### src/hdl/lso_map.svh
// Offsets, field positions, reset values and space tag codes of the ordering unit.
// Assumes inclusion by bare name before the modules that use it.
`ifndef LSO_MAP_SVH
`define LSO_MAP_SVH
`define LSO_OFF_CTRL 8'h00
`define LSO_OFF_TAG 8'h04
`define LSO_OFF_STATUS 8'h08
`define LSO_OFF_MASK 8'h0C
`define LSO_OFF_QSTATE 8'h10
`define LSO_CTRL_MERGE 0
`define LSO_RST_CTRL 8'h01
`define LSO_RST_TAG 8'h80
`define LSO_RST_MASK 8'h00
`define LSO_EV_TRAP 0
`define LSO_EV_PFDROP 1
`define LSO_EV_SEHOLD 2
`define LSO_EV_WIDTH 3
`define LSO_TAG_LE_BIT 3
`define LSO_TAG_NF_MASK 8'hF6
`define LSO_TAG_NF_BASE 8'h82
`define LSO_TAG_REAL 8'h14
`define LSO_SQ_DEPTH 4
`define LSO_SQ_FULL 3'h4
`define LSO_REGION_LSB 4
`define LSO_LANE_BIT 3
`endif

### src/hdl/lso_pkg.sv
// Types shared by the ordering unit and its store queue.
// Assumes nothing beyond a SystemVerilog compiler.
package lso_pkg;
	typedef enum logic [1:0] {
		KIND_LOAD = 2'h0,
		KIND_STORE = 2'h1,
		KIND_PREFETCH = 2'h2
	} kind_type;
	typedef enum logic [4:0] {
		ST_IDLE = 5'h01,
		ST_WAIT = 5'h02,
		ST_RDREQ = 5'h04,
		ST_RDRSP = 5'h08,
		ST_WRREQ = 5'h10
	} state_type;
	typedef struct packed {
		logic [59:0] region;
		logic [7:0] tag;
		logic [127:0] data;
		logic [15:0] mask;
		logic sideEffect;
		logic cacheable;
		logic realAddr;
	} sq_entry_type;
endpackage : lso_pkg

### src/hdl/store_queue.sv
// Store queue: four flip-flop entries of one 16-byte region each, in order.
// Assumes the owner never pushes when full nor pops when empty.
`include "lso_map.svh"
module store_queue (
	input wire logic clk,
	input wire logic rstn,
	input wire logic push,
	input lso_pkg::sq_entry_type pushEntry,
	input wire logic mergeEnable,
	input wire logic pop,
	input wire logic [59:0] probeRegion,
	input wire logic [7:0] probeTag,
	output lso_pkg::sq_entry_type head,
	output logic [2:0] count,
	output logic empty,
	output logic full,
	output logic merge,
	output logic hit
);
	lso_pkg::sq_entry_type slot [`LSO_SQ_DEPTH];
	lso_pkg::sq_entry_type young;
	lso_pkg::sq_entry_type merged;
	logic [1:0] headIdx;
	logic [1:0] tailIdx;
	logic [1:0] youngIdx;
	logic [`LSO_SQ_DEPTH-1:0] match;
	logic [127:0] byteKeep;
	logic sameTarget;
	genvar i;

	assign youngIdx = tailIdx - 2'h1;
	assign young = slot[youngIdx];
	assign head = slot[headIdx];
	assign empty = count == 3'h0;
	assign full = count == `LSO_SQ_FULL;
	assign sameTarget = young.region == pushEntry.region && young.tag == pushEntry.tag
		&& young.cacheable == pushEntry.cacheable && young.realAddr == pushEntry.realAddr;
	// Never merge into an entry leaving this cycle
	assign merge = push && mergeEnable && !empty && !(pop && count == 3'h1)
		&& !pushEntry.sideEffect && !young.sideEffect && sameTarget;

	generate
		for (i = 0; i < `LSO_SQ_DEPTH; i++) begin : g_probe
			logic [1:0] age;
			assign age = 2'(i) - headIdx;
			assign match[i] = ({1'b0, age} < count) && slot[i].region == probeRegion
				&& slot[i].tag == probeTag;
		end
		for (i = 0; i < 16; i++) begin : g_keep
			assign byteKeep[i*8 +: 8] = {8{~pushEntry.mask[i]}};
		end
	endgenerate
	assign hit = |match;

	always_comb begin
		merged = young;
		merged.data = (young.data & byteKeep) | pushEntry.data;
		merged.mask = young.mask | pushEntry.mask;
	end

	always_ff @(posedge clk) begin
		if (merge) begin
			slot[youngIdx] <= merged;
		end else if (push) begin
			slot[tailIdx] <= pushEntry;
		end
	end

	always_ff @(posedge clk or negedge rstn) begin
		if (!rstn) begin
			headIdx <= 2'h0;
			tailIdx <= 2'h0;
			count <= 3'h0;
		end else begin
			headIdx <= headIdx + 2'(pop);
			tailIdx <= tailIdx + 2'(push && !merge);
			count <= count + 3'(push && !merge) - 3'(pop);
		end
	end
endmodule : store_queue

### src/hdl/lso_unit.sv
// Load/store ordering unit between the pipeline and the cache/system bus port.
// Assumes one request at a time from the pipeline, all ports synchronous to clk.
//
// Contract
// - Loads and stores appear to the program to act in program order.
// - Every access carries an 8-bit space tag and a 64-bit address.
// - The tag comes from the space-tag register or from the instruction.
// - The tag picks the space and sets byte order and real addressing.
// - Total store order holds across cacheable and noncacheable accesses.
// - Cacheable accesses target memory; lines are power-of-two, at least 16 bytes.
// - Only cacheable accesses join coherency; noncacheable ones bypass it.
// - Noncacheable transfers may be as small as one byte.
// - Plain noncacheable accesses are TSO; a load sees the earlier store.
// - Side-effect noncacheable accesses are strongly ordered, in program order.
// - Side-effect loads wait for earlier instructions and an empty store queue.
// - Stores to side-effect pages are never merged.
// - Nonfaulting loads to side-effect pages trap.
// - Noncacheable prefetches complete as no-ops without access.
// - I/O accesses follow the same ordering as memory accesses.
// - Speculative instruction fetch from translated addresses is allowed.
//
// Design decisions made here: the plain strobed port and the placing of the registers.
`include "lso_map.svh"
module lso_unit (
	input wire logic clk,
	input wire logic rstn,
	input wire logic [7:0] regAddr,
	input wire logic [31:0] regWdata,
	input wire logic regWrite,
	input wire logic regRead,
	output logic [31:0] regRdata,
	input wire logic reqValid,
	output logic reqReady,
	input wire logic [1:0] reqKind,
	input wire logic reqUseInstTag,
	input wire logic [7:0] reqInstTag,
	input wire logic [63:0] reqAddr,
	input wire logic [63:0] reqData,
	input wire logic [7:0] reqBytes,
	input wire logic reqCacheable,
	input wire logic reqSideEffect,
	input wire logic reqRetired,
	output logic rspValid,
	output logic rspTrap,
	output logic [63:0] rspData,
	output logic busValid,
	input wire logic busReady,
	output logic busWrite,
	output logic busPrefetch,
	output logic [7:0] busTag,
	output logic [63:0] busAddr,
	output logic [127:0] busData,
	output logic [15:0] busMask,
	output logic busCacheable,
	output logic busSideEffect,
	output logic busReal,
	input wire logic busRspValid,
	input wire logic [127:0] busRspData,
	output logic irq
);
	lso_pkg::state_type state;
	lso_pkg::state_type next_state;
	lso_pkg::sq_entry_type pushEntry;
	lso_pkg::sq_entry_type qHead;
	logic [7:0] ctrl;
	logic [7:0] spaceTagReg;
	logic [7:0] maskReg;
	logic [`LSO_EV_WIDTH-1:0] status;
	logic [`LSO_EV_WIDTH-1:0] next_status;
	logic [`LSO_EV_WIDTH-1:0] events;
	logic [31:0] readMux;
	logic [2:0] qCount;
	logic [3:0] fillAfter;
	logic qEmpty;
	logic qFull;
	logic qMerge;
	logic qHit;
	logic qPop;

	// Request held while a load or prefetch waits for its turn
	logic [63:0] curAddr;
	logic [7:0] curTag;
	logic [7:0] curBytes;
	logic curCache;
	logic curSide;
	logic curReal;
	logic curLittle;
	logic curPf;
	logic holdEmpty;
	logic needRetire;
	logic waitPending;

	logic reqTake;
	logic [7:0] tag;
	logic isLittle;
	logic isReal;
	logic isNf;
	logic isLoad;
	logic isStore;
	logic isPf;
	logic trapNf;
	logic pfDrop;
	logic storeIn;
	logic loadIn;
	logic seLoad;
	logic waitIn;
	logic drainGo;
	logic waitGo;
	logic readDone;
	logic [63:0] storeSwap;
	logic [63:0] loadLane;
	logic [63:0] loadSwap;
	logic [7:0] loadMaskHalf;
	genvar b;

	assign reqTake = reqValid && reqReady;
	assign tag = reqUseInstTag ? reqInstTag : spaceTagReg;
	assign isLittle = tag[`LSO_TAG_LE_BIT];
	assign isReal = tag == `LSO_TAG_REAL;
	assign isNf = (tag & `LSO_TAG_NF_MASK) == `LSO_TAG_NF_BASE;
	assign isLoad = reqKind == lso_pkg::KIND_LOAD;
	assign isStore = reqKind == lso_pkg::KIND_STORE;
	assign isPf = reqKind == lso_pkg::KIND_PREFETCH;
	assign trapNf = reqTake && isLoad && isNf && reqSideEffect;
	assign pfDrop = reqTake && isPf && !reqCacheable;
	assign storeIn = reqTake && isStore;
	assign loadIn = reqTake && isLoad && !trapNf;
	assign seLoad = loadIn && reqSideEffect && !reqCacheable;
	assign waitIn = loadIn || (reqTake && isPf && reqCacheable);

	// Byte order per tag; both directions swap within one doubleword
	generate
		for (b = 0; b < 8; b++) begin : g_swap
			assign storeSwap[b*8 +: 8] = isLittle ? reqData[(7-b)*8 +: 8] : reqData[b*8 +: 8];
			assign loadSwap[b*8 +: 8] = curLittle ? loadLane[(7-b)*8 +: 8] : loadLane[b*8 +: 8];
		end
	endgenerate
	assign loadLane = curAddr[`LSO_LANE_BIT] ? busRspData[127:64] : busRspData[63:0];
	assign loadMaskHalf = curBytes;

	// Stores enter the queue as one 16-byte region with byte enables
	always_comb begin
		pushEntry.region = reqAddr[63:`LSO_REGION_LSB];
		pushEntry.tag = tag;
		pushEntry.data = reqAddr[`LSO_LANE_BIT] ? {storeSwap, 64'h0000_0000_0000_0000}
			: {64'h0000_0000_0000_0000, storeSwap};
		pushEntry.mask = reqAddr[`LSO_LANE_BIT] ? {reqBytes, 8'h00} : {8'h00, reqBytes};
		pushEntry.sideEffect = reqSideEffect;
		pushEntry.cacheable = reqCacheable;
		pushEntry.realAddr = isReal;
	end

	store_queue u_queue (
		.clk(clk),
		.rstn(rstn),
		.push(storeIn),
		.pushEntry(pushEntry),
		.mergeEnable(ctrl[`LSO_CTRL_MERGE]),
		.pop(qPop),
		.probeRegion(reqAddr[63:`LSO_REGION_LSB]),
		.probeTag(tag),
		.head(qHead),
		.count(qCount),
		.empty(qEmpty),
		.full(qFull),
		.merge(qMerge),
		.hit(qHit)
	);

	// Stores leave strictly in order, one at a time, so TSO holds for every kind
	assign drainGo = !qEmpty && ((state == lso_pkg::ST_IDLE && !(reqTake && !isStore))
		|| (state == lso_pkg::ST_WAIT && holdEmpty));
	// Prefetches and plain loads to other regions pass queued stores; same-region and noncacheable side-effect loads wait for a drain
	assign waitGo = state == lso_pkg::ST_WAIT && (!holdEmpty
		|| (qEmpty && (!needRetire || reqRetired)));
	assign qPop = drainGo;
	assign readDone = (state == lso_pkg::ST_RDREQ && busReady && curPf)
		|| (state == lso_pkg::ST_RDRSP && busRspValid);

	always_comb begin
		case (state)
			lso_pkg::ST_IDLE: begin
				if (drainGo) begin
					next_state = lso_pkg::ST_WRREQ;
				end else if (waitIn) begin
					next_state = lso_pkg::ST_WAIT;
				end else begin
					next_state = lso_pkg::ST_IDLE;
				end
			end
			lso_pkg::ST_WAIT: begin
				if (waitGo) begin
					next_state = lso_pkg::ST_RDREQ;
				end else if (drainGo) begin
					next_state = lso_pkg::ST_WRREQ;
				end else begin
					next_state = lso_pkg::ST_WAIT;
				end
			end
			lso_pkg::ST_RDREQ: begin
				if (!busReady) begin
					next_state = lso_pkg::ST_RDREQ;
				end else if (curPf) begin
					next_state = lso_pkg::ST_IDLE;
				end else begin
					next_state = lso_pkg::ST_RDRSP;
				end
			end
			lso_pkg::ST_RDRSP: begin
				next_state = busRspValid ? lso_pkg::ST_IDLE : lso_pkg::ST_RDRSP;
			end
			lso_pkg::ST_WRREQ: begin
				if (!busReady) begin
					next_state = lso_pkg::ST_WRREQ;
				// Stale held fields must not reopen the wait state; only a parked request does
				end else if (waitPending) begin
					next_state = lso_pkg::ST_WAIT;
				end else begin
					next_state = lso_pkg::ST_IDLE;
				end
			end
			default: begin
				next_state = lso_pkg::ST_IDLE;
			end
		endcase
	end

	// A load or prefetch is parked until its bus turn, across any store drain
	always_ff @(posedge clk or negedge rstn) begin
		if (!rstn) begin
			waitPending <= 1'b0;
		end else if (waitIn || (state == lso_pkg::ST_WAIT && drainGo)) begin
			waitPending <= 1'b1;
		end else if (waitGo) begin
			waitPending <= 1'b0;
		end
	end

	assign fillAfter = {1'b0, qCount} + 4'(storeIn) - 4'(qPop);

	always_ff @(posedge clk or negedge rstn) begin
		if (!rstn) begin
			state <= lso_pkg::ST_IDLE;
			reqReady <= 1'b0;
		end else begin
			state <= next_state;
			reqReady <= next_state == lso_pkg::ST_IDLE && fillAfter < 4'(`LSO_SQ_DEPTH);
		end
	end

	always_ff @(posedge clk or negedge rstn) begin
		if (!rstn) begin
			curAddr <= 64'h0000_0000_0000_0000;
			curTag <= 8'h00;
			curBytes <= 8'h00;
			curCache <= 1'b0;
			curSide <= 1'b0;
			curReal <= 1'b0;
			curLittle <= 1'b0;
			curPf <= 1'b0;
			holdEmpty <= 1'b0;
			needRetire <= 1'b0;
		end else if (waitIn) begin
			curAddr <= reqAddr;
			curTag <= tag;
			curBytes <= reqBytes;
			curCache <= reqCacheable;
			curSide <= reqSideEffect;
			curReal <= isReal;
			curLittle <= isLittle;
			curPf <= isPf;
			holdEmpty <= seLoad || (loadIn && qHit);
			needRetire <= seLoad;
		end
	end

	// Bus port: loads and prefetches come from the held request, stores from the queue head
	always_ff @(posedge clk or negedge rstn) begin
		if (!rstn) begin
			busValid <= 1'b0;
			busWrite <= 1'b0;
			busPrefetch <= 1'b0;
			busTag <= 8'h00;
			busAddr <= 64'h0000_0000_0000_0000;
			busData <= '0;
			busMask <= 16'h0000;
			busCacheable <= 1'b0;
			busSideEffect <= 1'b0;
			busReal <= 1'b0;
		end else if (waitGo) begin
			busValid <= 1'b1;
			busWrite <= 1'b0;
			busPrefetch <= curPf;
			busTag <= curTag;
			busAddr <= curAddr;
			busMask <= curAddr[`LSO_LANE_BIT] ? {loadMaskHalf, 8'h00} : {8'h00, loadMaskHalf};
			busCacheable <= curCache;
			busSideEffect <= curSide;
			busReal <= curReal;
		end else if (drainGo) begin
			busValid <= 1'b1;
			busWrite <= 1'b1;
			busPrefetch <= 1'b0;
			busTag <= qHead.tag;
			busAddr <= {qHead.region, 4'h0};
			busData <= qHead.data;
			busMask <= qHead.mask;
			busCacheable <= qHead.cacheable;
			busSideEffect <= qHead.sideEffect;
			busReal <= qHead.realAddr;
		end else if (busReady) begin
			busValid <= 1'b0;
		end
	end

	always_ff @(posedge clk or negedge rstn) begin
		if (!rstn) begin
			rspValid <= 1'b0;
			rspTrap <= 1'b0;
			rspData <= 64'h0000_0000_0000_0000;
		end else begin
			rspValid <= trapNf || pfDrop || readDone;
			rspTrap <= trapNf;
			rspData <= (state == lso_pkg::ST_RDRSP && busRspValid) ? loadSwap : 64'h0000_0000_0000_0000;
		end
	end

	// Registers; status clears on read but a same-cycle event still lands
	assign events[`LSO_EV_TRAP] = trapNf;
	assign events[`LSO_EV_PFDROP] = pfDrop;
	assign events[`LSO_EV_SEHOLD] = seLoad;
	assign next_status = (regRead && regAddr == `LSO_OFF_STATUS ? '0 : status) | events;

	always_comb begin
		case (regAddr)
			`LSO_OFF_CTRL: readMux = {24'h00_0000, ctrl};
			`LSO_OFF_TAG: readMux = {24'h00_0000, spaceTagReg};
			`LSO_OFF_STATUS: readMux = {29'h0000_0000, status};
			`LSO_OFF_MASK: readMux = {24'h00_0000, maskReg};
			`LSO_OFF_QSTATE: readMux = {24'h00_0000, state, qCount};
			default: readMux = 32'h0000_0000;
		endcase
	end

	always_ff @(posedge clk or negedge rstn) begin
		if (!rstn) begin
			ctrl <= `LSO_RST_CTRL;
			spaceTagReg <= `LSO_RST_TAG;
			maskReg <= `LSO_RST_MASK;
			status <= '0;
			regRdata <= 32'h0000_0000;
			irq <= 1'b0;
		end else begin
			if (regWrite && regAddr == `LSO_OFF_CTRL) begin
				ctrl <= regWdata[7:0];
			end
			if (regWrite && regAddr == `LSO_OFF_TAG) begin
				spaceTagReg <= regWdata[7:0];
			end
			if (regWrite && regAddr == `LSO_OFF_MASK) begin
				maskReg <= regWdata[7:0];
			end
			status <= next_status;
			regRdata <= regRead ? readMux : 32'h0000_0000;
			irq <= |(next_status & maskReg[`LSO_EV_WIDTH-1:0]);
		end
	end
endmodule : lso_unit

### config.mk
export PLATFORM = sky130hd
export DESIGN_NAME = lso_unit
export DESIGN_NICKNAME = d
export VERILOG_FILES = /design/src/hdl/lso_pkg.sv /design/src/hdl/store_queue.sv /design/src/hdl/lso_unit.sv
export VERILOG_INCLUDE_DIRS = /design/src /design/src/hdl
export SDC_FILE = /design/constraint.sdc
export NUM_CORES = 2
export LEC_CHECK = 0
export BUFFER_PORTS_ARGS = -buffer_cell sky130_fd_sc_hd__buf_2
export CAP_MARGIN = 20
export CORE_MARGIN = 3
export CORE_UTILIZATION = 30
export CTS_CLUSTER_DIAMETER = 30
export DETAILED_ROUTE_END_ITERATION = 8
export PLACE_DENSITY_LB_ADDON = 0.12
export RECOVER_POWER = 25
export SETUP_SLACK_MARGIN = 0.02
export SYNTH_ARGS = -nofsm -noshare
export SYNTH_HDL_FRONTEND = slang
export SYNTH_SLANG_ARGS = --single-unit
### constraint.sdc
create_clock -name clk -period 22.6 [get_ports clk]
set_input_delay 1.13 -clock clk [delete_from_list [all_inputs] [get_ports clk]]
set_output_delay 1.13 -clock clk [all_outputs]
set_load 0.05 [all_outputs]
==> impl_results.html <==
<table>
<tr><th>Metric</th><th>Value</th></tr>
<tr><th colspan="2">Floorplan</th></tr>
<tr><td>Core Rows</td><td>165</td></tr>
<tr><td>Horizontal die dimension</td><td>459 um</td></tr>
<tr><td>Total Die Area</td><td>0.211 sq mm</td></tr>
<tr><td>Num ports</td><td>647</td></tr>
<tr><td>Die Span Y</td><td>459 um</td></tr>
<tr><td>Area of the core</td><td>0.203 sq mm</td></tr>
<tr><td>Starting utilization of the core area</td><td>30.3%</td></tr>
<tr><th colspan="2">Clocking</th></tr>
<tr><td>Cell at the root of the clock tree</td><td>clkbuf_16</td></tr>
<tr><td>TritonCTS clock tree</td><td>done</td></tr>
<tr><td>Number of levels in the clock H-tree</td><td>5</td></tr>
<tr><td>Number of sinks driven by the clock tree</td><td>1,284</td></tr>
<tr><td>Number of instances resized during post-cts repair</td><td>0</td></tr>
<tr><td>Cts-stage hold buffer count</td><td>0</td></tr>
<tr><td>Number of buffers added by the clock tree synthesis step</td><td>372</td></tr>
<tr><td>Setup Buffers After CTS</td><td>0</td></tr>
<tr><td>Worst-path clk slew</td><td>0.05 ns</td></tr>
<tr><td>Clk Latency, worst-skew pair</td><td>0.94 ns</td></tr>
<tr><td>Clk buf depth</td><td>4</td></tr>
<tr><th colspan="2">Synth</th></tr>
<tr><td>Cell Area, Synth</td><td>0.0616 sq mm</td></tr>
<tr><td>Post-Synth Simple-Gate Area</td><td>7.10%</td></tr>
<tr><td>Synth Area in Compound Gates</td><td>3.73%</td></tr>
<tr><td>Seq cells post-synth</td><td>1,284</td></tr>
<tr><td>Async set or reset register ratio after synthesis</td><td>33.0%</td></tr>
<tr><td>Synth top cells by count</td><td>edfxtp_1, nand2_1, mux4_2</td></tr>
<tr><td>Post-Synthesis Mean Instance Area</td><td>15.0 sq um</td></tr>
<tr><td>Yosys top cell area share</td><td>41.9%</td></tr>
<tr><td>Number of synthesis warnings</td><td>0</td></tr>
<tr><td>Most common cell in the synthesized netlist</td><td>edfxtp_1</td></tr>
<tr><td>Xor/xnor cell area share of the yosys netlist</td><td>4.73%</td></tr>
<tr><td>Cell count after synthesis</td><td>4,115</td></tr>
<tr><td>Number of synthesized flops with an enable pin</td><td>860</td></tr>
<tr><td>Largest area contributor in the netlist</td><td>edfxtp_1</td></tr>
<tr><td>Largest cells by area after synthesis</td><td>edfxtp_1, mux4_2, dfrtp_1</td></tr>
<tr><td>Share of synthesized cell area in full adder, half adder and majority cells</td><td>0.256%</td></tr>
<tr><td>Multiplexer share of the synthesized area</td><td>22.4%</td></tr>
<tr><td>Count of cell types in the netlist</td><td>70</td></tr>
<tr><td>Main combinational cell family by area after synthesis</td><td>multiplexers</td></tr>
<tr><td>Top FF cell, synth</td><td>edfxtp_1</td></tr>
<tr><td>Proportion of synthesized chip area in sequential cells</td><td>59.1%</td></tr>
<tr><th colspan="2">Timing</th></tr>
<tr><td>Setup violation total in the final timing report</td><td>0</td></tr>
<tr><td>Number of pins with negative max-slew slack in the final report</td><td>426</td></tr>
<tr><td>Transition time at the pin with the least slew margin</td><td>6.69 ns</td></tr>
<tr><td>Worst slew slack as a fraction of its limit</td><td>-346%</td></tr>
<tr><td>Layout Skew</td><td>0.101 ns</td></tr>
<tr><td>Setup repair after global routing missed its margin</td><td>false</td></tr>
<tr><td>Tmin final</td><td>8.38 ns</td></tr>
<tr><td>Final hold violation count</td><td>0</td></tr>
<tr><td>Final clock period utilization by the worst path</td><td>37.1%</td></tr>
<tr><td>Max Clock Freq</td><td>119 MHz</td></tr>
<tr><td>Post-Route Setup TNS</td><td>0 ns</td></tr>
<tr><th colspan="2">Routing</th></tr>
<tr><td>Drt first pass iters</td><td>6</td></tr>
<tr><td>Vias post-DR</td><td>40,900</td></tr>
<tr><td>Final ANT Viol Nets</td><td>0</td></tr>
<tr><td>Vias per std cell</td><td>5.23</td></tr>
<tr><td>Routed wire length</td><td>222,000 um</td></tr>
<tr><td>Average detailed-routed wire length per instance</td><td>28.3 um</td></tr>
<tr><td>DRC Markers</td><td>0</td></tr>
<tr><td>Violation count after the first detailed-routing iteration</td><td>3,484</td></tr>
<tr><th colspan="2">Critical path</th></tr>
<tr><td>Slowest-stage cell, CP</td><td>clkbuf_1</td></tr>
<tr><td>Endpoint kind of the worst setup timing path</td><td>async pin</td></tr>
<tr><td>Critical path required time</td><td>23.06 ns</td></tr>
<tr><td>Max FO, Critical Path</td><td>75</td></tr>
<tr><td>Setup crit start</td><td>rstn</td></tr>
<tr><td>Critical path, cell by cell</td><td>clkbuf_1 -&gt; clkbuf_1 -&gt; clkbuf_1</td></tr>
<tr><td>Critical Path Start Type</td><td>input pin</td></tr>
<tr><td>Critical Setup Path Class</td><td>in2async</td></tr>
<tr><td>Cell mode on critical path</td><td>clkbuf_1</td></tr>
<tr><td>Crit path arrival time</td><td>8.84 ns</td></tr>
<tr><td>Delay of the slowest critical-path stage</td><td>2.96 ns</td></tr>
<tr><td>Worst r2r path cells</td><td>6</td></tr>
<tr><td>Crit Reg-Reg Endpoint</td><td>busSideEffect</td></tr>
<tr><td>Crit Reg-Reg Startpoint</td><td>u_queue.count[2]</td></tr>
<tr><td>R2R setup slack</td><td>14.29 ns</td></tr>
<tr><th colspan="2">Global route</th></tr>
<tr><td>Number of global-route vias before repair</td><td>42,600</td></tr>
<tr><td>Combined global-route utilization of all metal layers</td><td>20.7%</td></tr>
<tr><td>Total grt overflow</td><td>0</td></tr>
<tr><td>Initial antenna violation count</td><td>30</td></tr>
<tr><td>Global-route wire length before repair</td><td>316,000 um</td></tr>
<tr><td>Largest net degree at the start of global routing</td><td>145</td></tr>
<tr><th colspan="2">Finish</th></tr>
<tr><td>Share of layout cells above drive strength 1</td><td>31.9%</td></tr>
<tr><td>Layout overhead on the synthesized area</td><td>28.8%</td></tr>
<tr><td>Final #Nets</td><td>5,171</td></tr>
<tr><td>Total area of multi-input combinational cells</td><td>0.0238 sq mm</td></tr>
<tr><td>Count of fill cells added during filler insertion</td><td>19,300</td></tr>
<tr><td>Sequential Area</td><td>0.0365 sq mm</td></tr>
<tr><td>Layout Cells excl Fill</td><td>7,817</td></tr>
<tr><th colspan="2">Worst hold path</th></tr>
<tr><td>Startpoint of the tightest hold check path</td><td>reqAddr[1]</td></tr>
<tr><td>Cells on Worst Hold Path</td><td>3</td></tr>
<tr><td>Class of the tightest hold or removal check</td><td>in2reg</td></tr>
<tr><td>Worst Hold End</td><td>curAddr[1]</td></tr>
<tr><th colspan="2">Power</th></tr>
<tr><td>Maximum ir drop on the vdd rail</td><td>123 uV</td></tr>
<tr><td>Power density over cell area</td><td>154 mW/mm^2</td></tr>
<tr><td>Total leakage power</td><td>29.8 nW</td></tr>
<tr><th colspan="2">Place</th></tr>
<tr><td>Number of buffer cells added on primary ports</td><td>598</td></tr>
<tr><td>GP Congestion</td><td>0.860</td></tr>
<tr><td>HPWL after DPL</td><td>142,000 um</td></tr>
<tr><td>Placed Instances</td><td>7,130</td></tr>
<tr><th colspan="2">Run status</th></tr>
<tr><td>Status</td><td>finished with violations</td></tr>
<tr><td>Failing checks</td><td>capacitance limit, slew limit</td></tr>
<tr><th colspan="2">Run</th></tr>
<tr><td>Max-cap check violation count</td><td>7</td></tr>
</table>
## how the worst max path moves through the flow
stage | to | slack (ns) | depth (start not counted)
CTS | u_queue.slot[0][192] | 14.34 | 11
finish | busData[23] | 14.22 | 3
floorplan | u_queue.slot[3][0] | 3.11 | 14
global route | busData[72] | 12.73 | 3
global placement | u_queue.slot[0][176] | 14.27 | 11
detailed placement | u_queue.slot[0][176] | 14.35 | 11
## layout make-up
cell class,instances,area share [%]
Inverter,45,0.224
Multi-Input combinational cell,2478,29.9
Clock inverter,224,3.22
Tap cell,2672,4.21
Clock buffer,451,12.5
Antenna cell,10,0.0315
Timing Repair Buffer,653,4.03
Sequential cell,1284,45.9
## state kept, by name (all words and copies together) (netlist names), 2 cells and up
register         cells
busAddr             64
busData            128
busMask             16
busTag               8
ctrl                 8
curAddr             64
curBytes             8
curTag               8
maskReg              8
regRdata             8
rspData             64
spaceTagReg          8
state                5
status               3
u_queue.count        3
u_queue.headIdx      2
u_queue.slot       860
u_queue.tailIdx      2
## power breakdown
part	switching (W)	total [W]	internal, W
clock	0.00152	0.00514	0.00362
sequential	0.000286	0.00330	0.00301
combinational	0.00247	0.00377	0.00131
total	0.00428	0.0122	0.00794
## logic make-up (layout without fill, tap and decap cells)
group,Yosys count,count (layout)
mux,751,751
buf+inv,376,1373
flops,1284,1284
simple gates,1012,1012
compound gates,346,346
fa+ha+maj,12,12
other cells,1,34
xor+xnor,333,333
## metrics by stage
| stage | instance area, sq um | hold slack [ns] | power (W) | util [%] | worst slack (ns) |
|---|---|---|---|---|---|
| after CTS | 79700 | 0.146 | 0.0124 | 39.3 | 14.34 |
| final | 79400 | 0.417 | 0.0122 | 39.1 | 14.22 |
| after floorplan | 61700 | 0.446 | 0.00598 | - | 3.11 |
| after detailed placement | 67300 | 0.452 | 0.00720 | 33.1 | 14.35 |
| after global placement | 67300 | 0.446 | 0.00720 | 33.1 | 14.27 |
| after global routing | 79400 | 0.363 | 0.0128 | 39.1 | 12.73 |
## placed cells by master, fill, tap and decap left out, drive strengths merged, types with 17 or more instances in the layout
master    count
nand3        17
buf         376
o21ai        66
mux4        486
nor2         32
dfrtp       421
clkinvlp     24
mux2i       107
mux2        158
nor4         59
a22oi        73
o22ai       136
inv          62
conb         24
nand4        49
nand2       748
clkinv      136
bufinv       47
nor2b        72
xnor2       165
edfxtp      860
clkbuf      728
xor2        168
## worst max-delay path, delay by kind of cell
family	cells	cell delay, ns
buffers and inverters	3	7.48
## per-layer routing
metal	share of wire (%)	vias up	wire length (um)	GRT usage, %
met4	2.7	8	6020	6.48
met2	46	1708	103000	31.9
met3	7.1	333	15600	4.91
li1	-	17300	-	-
met5	0.025	-	55	0
met1	44	21500	97100	28.7
Note: power is estimated with default switching activity, not from simulation.
